`config.mk`:
```
export PLATFORM = sky130hd
export DESIGN_NAME = psw_supervisor
export DESIGN_NICKNAME = d
export VERILOG_FILES = /design/src/hw/psw_pkg.sv /design/src/hw/psw_sync.sv /design/src/hw/psw_supervisor.sv
export SDC_FILE = /design/constraint.sdc
export NUM_CORES = 1
export LEC_CHECK = 0
export ABC_AREA = 1
export BUFFER_PORTS_ARGS = -buffer_cell sky130_fd_sc_hd__buf_4
export CAP_MARGIN = 20
export CORE_MARGIN = 8
export CORE_UTILIZATION = 48
export DETAILED_ROUTE_END_ITERATION = 6
export PLACE_DENSITY = 0.75
export SYNTH_ARGS = -nofsm -noshare
export SYNTH_HDL_FRONTEND = slang
export SYNTH_HIERARCHICAL = 1
export SYNTH_SLANG_ARGS = --single-unit
```
`constraint.sdc`:
```
create_clock -name mclk_i -period 1.8 [get_ports mclk_i]
set_clock_uncertainty 0.2 [all_clocks]
set_input_delay 0.36 -clock mclk_i [delete_from_list [all_inputs] [get_ports mclk_i]]
set_output_delay 0.36 -clock mclk_i [all_outputs]
set_load 0.01 [all_outputs]
```
`src/hw/psw_pkg.sv`:
```
package psw_pkg;

   // clock rate and time units
   localparam int unsigned CLK_HZ      = 125_000_000;
   localparam int unsigned CYC_PER_MS  = CLK_HZ / 1000;

   // timebase tick every millisecond; all intervals count ticks
   localparam int unsigned TICK_CYCLES = CYC_PER_MS;

   // intervals in ms as printed
   localparam int unsigned PB_REJECT_MS   = 1;
   localparam int unsigned PB_DELAY_MS    = 4;
   localparam int unsigned PB_ACCEPT_MS   = 20;
   localparam int unsigned STRETCH_MS     = 250;
   localparam int unsigned WD_SHORT_MS    = 150;
   localparam int unsigned WD_MID_MS      = 600;
   localparam int unsigned WD_LONG_MS     = 1200;

   // tick-counter width covers the longest interval
   localparam int unsigned TCNT_W = 11;

   // three-state timeout select, decoded by the pad
   typedef enum logic [1:0] {
      PSW_TSEL_LOW   = 2'b00,
      PSW_TSEL_OPEN  = 2'b01,
      PSW_TSEL_HIGH  = 2'b10
   } psw_tsel_t;

   // reset sequencer states
   typedef enum logic [1:0] {
      PSW_ST_RUN     = 2'b00,
      PSW_ST_HOLD    = 2'b01,
      PSW_ST_STRETCH = 2'b10
   } psw_state_t;

endpackage

```
`src/hw/psw_sync.sv`:
```
`timescale 1ns/10ps
module psw_sync
   import psw_pkg::*;
#(
   parameter int unsigned WIDTH = 1
) (
   input  wire logic             mclk_i,
   input  wire logic             sys_rst_i,
   input  wire logic [WIDTH-1:0] async_i,
   output logic      [WIDTH-1:0] sync_o
);
   typedef struct packed {
      logic [WIDTH-1:0] meta;
      logic [WIDTH-1:0] sync;
   } psw_sync_st_t;

   psw_sync_st_t s_q;
   psw_sync_st_t s_d;

   // first stage feeds only the second
   always_comb begin
      s_d.meta = async_i;
      s_d.sync = s_q.meta;
   end

   always_ff @(posedge mclk_i) begin
      if (sys_rst_i) begin
         s_q <= '0;
      end else begin
         s_q <= s_d;
      end
   end

   assign sync_o = s_q.sync;
endmodule

```
`src/hw/psw_supervisor.sv`:
```
// Behaviour
// - pushbutton debounce: reject <1ms, accept >=20ms
// - timeout select: 150ms, 600ms, 1.2s
// - margin select picks 5% or 10% flag
// - reset on low supply, button, watchdog, power-up
// - active-low open-drain reset mirrors high output
// - hold resets while supply is low
// - 250ms in-tolerance stretch, dips restart it
// - button asserts only after pushbutton delay
// - 250ms stretch after button release
// - only strobe falling edges clear watchdog
// - missed strobe gives 250ms reset
// - repeat reset each timeout until strobed
`timescale 1ns/10ps
module psw_supervisor
   import psw_pkg::*;
#(
   parameter int unsigned TICK_DIV  = TICK_CYCLES,
   parameter int unsigned PB_DLY    = PB_DELAY_MS,
   parameter int unsigned STRETCH   = STRETCH_MS,
   parameter int unsigned WD_SHORT  = WD_SHORT_MS,
   parameter int unsigned WD_MID    = WD_MID_MS,
   parameter int unsigned WD_LONG   = WD_LONG_MS
) (
   input  wire logic       mclk_i,
   input  wire logic       sys_rst_i,
   input  wire logic       pushbutton_reset_n_i,
   input  wire logic [1:0] timeout_select_i,
   input  wire logic       supply_margin_select_i,
   input  wire logic       under_5pct_i,
   input  wire logic       under_10pct_i,
   input  wire logic       watchdog_kick_i,
   output logic            reset_o,
   output logic            reset_n_o,
   output logic            reset_n_oe_o
);
   localparam logic [TCNT_W-1:0] PB_DLY_T  = TCNT_W'(PB_DLY);
   localparam logic [TCNT_W-1:0] STR_T     = TCNT_W'(STRETCH);
   localparam logic [TCNT_W-1:0] WD_S_T    = TCNT_W'(WD_SHORT);
   localparam logic [TCNT_W-1:0] WD_M_T    = TCNT_W'(WD_MID);
   localparam logic [TCNT_W-1:0] WD_L_T    = TCNT_W'(WD_LONG);
   localparam int unsigned       DIV_W     = $clog2(TICK_DIV + 1);
   localparam logic [DIV_W-1:0]  DIV_LAST  = DIV_W'(TICK_DIV - 1);

   typedef struct packed {
      logic [DIV_W-1:0]  div;
      logic [TCNT_W-1:0] pb_cnt;
      logic              pb_on;
      logic [TCNT_W-1:0] wd_cnt;
      logic              kick_prev;
      logic [TCNT_W-1:0] str_cnt;
      psw_state_t        state;
      logic              rst;
   } psw_st_t;

   psw_st_t s_q;
   psw_st_t s_d;

   // reset image: every count clear, reset output already asserted
   localparam psw_st_t RST_ST = '{
      div:       '0,
      pb_cnt:    '0,
      pb_on:     1'b0,
      wd_cnt:    '0,
      kick_prev: 1'b0,
      str_cnt:   '0,
      state:     PSW_ST_STRETCH,
      rst:       1'b1
   };

   logic [3:0]        live_raw;
   logic [3:0]        live;
   logic [2:0]        strap_raw;
   logic [2:0]        strap;
   logic              pb_low;
   logic              kick;
   logic              under_v;
   logic [1:0]        tsel;
   logic              tick;
   logic [TCNT_W-1:0] wd_lim;
   logic              kick_fall;
   logic              wd_expired;
   logic              str_done;

   // button inverted so a high bit means pressed
   assign live_raw[3]    = ~pushbutton_reset_n_i;
   assign live_raw[2]    = watchdog_kick_i;
   assign live_raw[1]    = under_5pct_i;
   assign live_raw[0]    = under_10pct_i;
   // straps may settle a flop apart per bit; they do not move in use
   assign strap_raw[2]   = supply_margin_select_i;
   assign strap_raw[1:0] = timeout_select_i;

   // all outside levels pass two flops first
   psw_sync #(
      .WIDTH (4)
   ) u_sync_live (
      .mclk_i    (mclk_i),
      .sys_rst_i (sys_rst_i),
      .async_i   (live_raw),
      .sync_o    (live)
   );

   psw_sync #(
      .WIDTH (3)
   ) u_sync_strap (
      .mclk_i    (mclk_i),
      .sys_rst_i (sys_rst_i),
      .async_i   (strap_raw),
      .sync_o    (strap)
   );

   assign pb_low     = live[3];
   assign kick       = live[2];
   assign under_v    = strap[2] ? live[0] : live[1];
   // code 00 out of reset only lasts two cycles, inside the stretch
   assign tsel       = strap[1:0];
   assign tick       = (s_q.div == DIV_LAST);
   // a strobe counts only on its falling edge
   assign kick_fall  = s_q.kick_prev && !kick;
   // last tick of the selected timeout
   assign wd_expired = tick && (s_q.wd_cnt >= wd_lim - 1'b1);
   assign str_done   = tick && (s_q.str_cnt >= STR_T - 1'b1);

   always_comb begin
      unique case (psw_tsel_t'(tsel))
         PSW_TSEL_LOW:  wd_lim = WD_S_T;
         PSW_TSEL_OPEN: wd_lim = WD_M_T;
         PSW_TSEL_HIGH: wd_lim = WD_L_T;
         default:       wd_lim = WD_M_T;
      endcase
   end

   always_comb begin
      s_d = s_q;
      s_d.div = tick ? '0 : s_q.div + 1'b1;
      s_d.kick_prev = kick;

      // accept after pushbutton delay, never on the edge
      if (!pb_low) begin
         s_d.pb_cnt = '0;
         s_d.pb_on  = 1'b0;
      end else if (tick && !s_q.pb_on) begin
         if (s_q.pb_cnt >= PB_DLY_T - 1'b1) begin
            s_d.pb_on = 1'b1;
         end else begin
            s_d.pb_cnt = s_q.pb_cnt + 1'b1;
         end
      end

      unique case (s_q.state)
         PSW_ST_RUN: begin
            if (kick_fall) begin
               s_d.wd_cnt = '0;
            end else if (tick) begin
               s_d.wd_cnt = s_q.wd_cnt + 1'b1;
            end
            if (under_v || s_q.pb_on) begin
               s_d.state = PSW_ST_HOLD;
               s_d.rst   = 1'b1;
            end else if (wd_expired) begin
               s_d.state   = PSW_ST_STRETCH;
               s_d.str_cnt = '0;
               s_d.rst     = 1'b1;
            end
         end
         PSW_ST_HOLD: begin
            // held while low supply or button
            s_d.str_cnt = '0;
            if (!under_v && !s_q.pb_on) begin
               s_d.state = PSW_ST_STRETCH;
            end
         end
         PSW_ST_STRETCH: begin
            if (under_v || s_q.pb_on) begin
               s_d.state = PSW_ST_HOLD;
            end else if (tick) begin
               if (str_done) begin
                  // watchdog restarts, repeats if still silent
                  s_d.state  = PSW_ST_RUN;
                  s_d.rst    = 1'b0;
                  s_d.wd_cnt = '0;
               end else begin
                  s_d.str_cnt = s_q.str_cnt + 1'b1;
               end
            end
         end
         default: begin
            s_d.state = PSW_ST_HOLD;
         end
      endcase
   end

   always_ff @(posedge mclk_i) begin
      if (sys_rst_i) begin
         s_q <= RST_ST;
      end else begin
         s_q <= s_d;
      end
   end

   // single reset source for both pins
   assign reset_o      = s_q.rst;
   assign reset_n_o    = 1'b0;
   assign reset_n_oe_o = s_q.rst;
endmodule

```
# Word-level counts from Yosys, hierarchy flattened
# Index checks and enable logic that the tools add are counted.
# op_classes
add_sub_neg,5
magnitude_cmp,3
n_eq_ne,15
mux,21
bitwise,3
reduce_logical,21
# ops
cell,n
11-bit two-way mux,8
11-bit case mux with 2 select lines,2
"11-bit by 1-bit adder with 11-bit output, second input constant",3
11-bit case mux with 3 select lines,1
14-bit two-way mux,2
"17-bit by 1-bit adder with 17-bit output, second input constant",1
"17-bit == test, second input constant",1
"2-bit inequality test, second input constant",7
"3-bit inequality test, second input constant",4
11-bit greater-or-equal comparator,1
"11-bit by 2-bit greater-or-equal comparator with 1-bit output, second input constant",1
"11-bit by 8-bit greater-or-equal comparator with 1-bit output, second input constant",1
"11-bit by 1-bit subtractor with 11-bit output, second input constant",1
5-bit AND reduction,2
3-bit two-way mux,2
2-bit case mux with 3 select lines,1
6-bit AND reduction,1
1-bit logical AND,5
"2-bit == test, second input constant",2
2-bit zero test,2
2-bit two-way mux,2
2-bit AND reduction,2
4-bit AND reduction,1
2-bit OR reduction,2
other kinds (8),13
# word_totals
ff_bits,69
inputBits,9
output_inout_bits,3
wordCells,80

# Logic depth before layout (Yosys ltp)
# logic_depth
depth_word,8
mapped_depth,16
ltp_nobuf,16

# By module
# The synthesis kept the hierarchy.
# modules_own_cells
module,n_inst,cells_each,area_each_um2,seq_area_each_um2
psw_supervisor,1,470,3225.6,1101.1
psw_sync at u_sync_live,1,25,231.5,160.2
psw_sync at u_sync_strap,1,18,165.2,120.1

# Worst setup path after synthesis
# OpenSTA, ideal clock, no wires.
# synth_path
path_type,reg2reg
from,register u_sync_strap.s_q (netlist bit u_sync_strap/sync_o[0])
to,register s_q[4] in the netlist's numbering
setup_time_ps,114
arrival_ps,1572
slack_ps,-86
path_stages_with_launch,17
n_path_buf,0
period_less_slack_ps,1886
cell_sequence,dfxtp_1 -> inv_1 -> nand2_1 -> inv_1 -> ha_1 -> nand2_1 -> nand2_1 -> nand2_1 -> nand2_1 -> nand2_1 -> nand3_1 -> nand2_4 -> nand2_8 -> nand3_4 -> nand2_1 -> nand2_1 -> nor2_2
# synth_between
elab_chain_len,7
word_cells_on_any_way,8
# synth_lines
element,line,text
from (decl),psw_sync.sv:17,psw_sync_st_t s_q;
from (signal assigned),psw_sync.sv:28,s_q <= '0;
from (signal assigned),psw_sync.sv:30,s_q <= s_d;
2-bit == test / 2-bit zero test (equally long branches),psw_supervisor.sv:126,unique case (psw_tsel_t'(tsel))
11-bit case mux with 2 select lines (*),psw_supervisor.sv:126,
11-bit by 1-bit subtractor with 11-bit output (*),psw_supervisor.sv:122,assign wd_expired = tick && (s_q.wd_cnt >= wd_lim - 1'b1);
11-bit greater-or-equal comparator (*),psw_supervisor.sv:122,
1-bit logical AND (*),psw_supervisor.sv:122,
2-bit inequality test (no source line) (*),-,
6-bit AND reduction (no source line) (*),-,
to (signal assigned),psw_supervisor.sv:196,s_q <= RST_ST;
to (signal assigned),psw_supervisor.sv:198,s_q <= s_d;
to (decl),psw_supervisor.sv:56,psw_st_t s_q;
# Mark *: on every way between the ends. The rest lies on a longest branch, timed or not.
# A chain may end at the register's enable or synchronous reset.

# Worst setup path after layout
# layout_path
from,register u_sync_strap.s_q (netlist bit u_sync_strap/sync_o[0])
to,register s_q[9] in the netlist's numbering
# The elaborated chain is that of the path after synthesis.

==> results.toml <==
[sta]
fin_crit_ns = 1.94
whs_ns = 0.0142
report.final.slew_viol_count = 0
hold_viol_final = 0
setup_viol = 20
finalWorstSetupSlack_ns = -0.144
fin_crit_sh_pct = 108
rsz0062_at_grt = "yes"
max_freq_mhz = 514

[grt]
grt.busiest_layer = "met2"
antenna_found_initial = 0
met1_usage_pct = 19.6
grt_max_degree = 31
use_met3_pct = 3.17
grt_pass1_vias = 3183
use_met2_pct = 28.7
grt-ovfl-total = 0
track_usage_pct = 16.9
grt_pass1_wl_mm = 14.0

[cells_and_area]
antennaDiodeCount = 0
areaGrowthSynthToFinish_pct = 29.8
mostFrequentLayoutCells = "90 x nand2_1, 87 x nor2_1, 66 x inv_1, 62 x dfxtp_1, 57 x buf_4"
drive_above_1_share_pct = 29.0
fill_cells = 647
layout_commonest_cell = "nand2_1"
final_util_pct = 64.5
nets = 606

[detailed_routing]
wl_per_cell_um = 12.6
wl_mm = 8.63
drtIter0Drc = 125
ant_nets = 0
drtPass1Iterations = 4
via_per_inst = 4.98
vias = 3410
drc = 0

[synthesis]
synth.area.mux_share_pct = 0
syn_area_per_cell_um2 = 7.06
synth_compound_area_share_pct = 6.67
yosysTopAreaCell = "dfxtp_1"
synth-xor-area-share_pct = 2.66
synth-seq-cells = 69
yosys.area_share.simple_pct = 37.0
synth_top_flop_cell = "dfxtp_1"
synth_edf_count = 0
synth_cell_types = 43
syn-num-nets = 538
synth_area_mm2 = 0.00362
synthCells = 513
ys_warn_count = 6
netlist.area_leader.share_pct = 38.1
synth_top_family_by_area = "simple AND/OR/NAND/NOR gates"
async_flop_share_pct = 0
ys_seq_area_share_pct = 38.1
yosys-top-cells-area = "dfxtp_1 38%, nand2_1 11%, nor2_1 9.4%, inv_1 7.4%, nand3_1 5.7%"
synth_adder_area_share_pct = 5.53

[critical_path]
cp.buffers_inverters = 2
crit_fanout = 7
path_cells = "inv_6 -> ha_1 -> a21oi_1 -> nand2_1 -> nand2_1 -> nand3_2 -> nand2_4 -> nand2_8 -> buf_6 -> nand3_1 -> a21oi_1"
ff2ff_setup_slack_ns = -0.14
critical_path.slowest_cell = "dfxtp_4"
rr_startpoint = "u_sync_strap/sync_o[0]"
critPathTopFamily = "simple AND/OR/NAND/NOR gates"
crit_path_start_kind = "flip-flop"
r2r_cells = 11
cpPeakStageDelay_ns = 0.38
required_ns = 1.83
worst_ep_arrival_time_ns = 1.97
critical_path_class = "flip-flop to flip-flop"
r2r_end = "s_q[9]"
endpoint_kind = "flip-flop"

[floorplanning]
rows = 31
core_mm2 = 0.00729
die_h_um = 103
start_util_pct = 49.7
die_w_um = 103
fp.dieArea_mm2 = 0.0106
io_pins = 12

[placed_design]
io_buffers = 10
hpwl_mm = 5.60
preCtsSetupSlack_ns = -0.144
gp_congestion = 0.887

[hold_path]
hp-class = "primary input to flip-flop"
hold_start = "under_5pct_i"
holdPathEnd = "u_sync_live/s_d[1]"
whs_path_depth = 3

[clock_tree]
cts.path.max_buffers = 2
cts_tree = "yes"
clk_pin_slew_ns = 0.07
holdBufCountCts = 0
clockRootBuffer = "clkbuf_8"
clk_latency_ns = 0.35
numClockSinks = 69
cts_inserted_buffers = 9
ctsHtreeMaxLevel = 3

[outcome]
status = "finished with violations"
violations = "negative setup slack"

[power_and_ir_drop]
finalPower_mw = 4.70
ir_drop_mv = 0.754
p_per_area_mw_per_mm2 = 1000
leakagePower_nw = 1.98

[flow_run]
maxCapViolations = 0
## logic make-up (layout without fill, tap and decap cells)
logic type / count (synthesis) / in the layout
AOI/OAI and AO/OA: 39 / 39
other: 1 / 1
buffers and inverters: 89 / 159
adders and majority gates: 16 / 16
and+or+nand+nor: 288 / 291
xor gates and xnor gates: 11 / 11
DFF: 69 / 69
## worst min-delay path: cells and delay by family
family	cells	cell delay (ns)
buffers and inverters	2	0.10
AND/OR/NAND/NOR	1	0.06
## how the worst max path moves through the flow
stage / start / endpoint / slack (ns) / cells past startpoint
floorplan: u_sync_strap/sync_o[0] / s_q[4] / -0.001 / 15
global placement: u_sync_strap/sync_o[0] / s_q[4] / -0.08 / 15
detailed placement: u_sync_strap/sync_o[0] / s_q[4] / -0.14 / 13
CTS: u_sync_strap/sync_o[0] / s_q[7] / -0.11 / 14
global route: u_sync_strap/sync_o[0] / s_q[9] / -0.28 / 11
finish: u_sync_strap/sync_o[0] / s_q[9] / -0.14 / 11
## timing repair
item / 4_1_cts / 5_1_grt
pin swaps: 9 / 16
setup buffers: 8 / 6
gates cloned: 3 / 0
resized for setup: 22 / 44
endpoints found under the setup margin: 27 / 40
## area by class of cell
type                    count  area, um^2  share of cell area (%)
well taps                  99         124                    2.64
repair buffers             63         495                    10.5
clock buffers              10         138                    2.93
multi-input cells         358        2150                    45.8
inverters                  80         314                    6.68
clock inverters             6        86.3                    1.84
flip-flops and latches     69        1390                    29.6
## flip-flops by register name (all words and copies together), names as in the netlist
name and count:
u_sync_strap/sync_o 3, u_sync_live/sync_o 4, reset_n_oe_o 1, u_sync_strap/s_d 3, s_q 54, u_sync_live/s_d 4
## cell usage after synthesis, types with 2 or more instances
cell type    n
nand2_1    105
nor2_1      91
inv_1       71
dfxtp_1     69
nand3_1     41
a21oi_1     23
ha_1        16
nor3_1      12
xor2_1      10
nor2_2       7
inv_2        6
nand4_1      6
nand2_2      4
nand2_4      4
nor4_1       4
buf_2        3
nand3_4      3
nor2_4       3
o21ai_0      3
o21ai_1      3
a21o_1       2
buf_4        2
clkbuf_1     2
nand3_2      2
nand3b_1     2
o21a_1       2
## metrics by stage
| stage | area, um^2 | instances | setup TNS, ns |
|---|---|---|---|
| detailed placement | 4100 | 652 | -2.22 |
| global route | 4700 | 685 | -4.21 |
| floorplan | 3660 | 513 | -0.00101 |
| CTS | 4510 | 679 | -1.11 |
| global placement | 4100 | 652 | -0.959 |
| finish | 4700 | 685 | -1.53 |
## routing by layer
metal  wire (um)  vias to the layer above
li1            -                     1747
met1        3680                     1570
met2        4320                       66
met3         314                       27
met4         308                        0
met5           0                        -
## where the power goes
group	internal, mW	total, mW	switching, mW
logic	0.651	1.60	0.953
registers	1.62	1.70	0.0770
clock network	0.814	1.40	0.587
No activity file was read; power rests on OpenSTA's default activity.
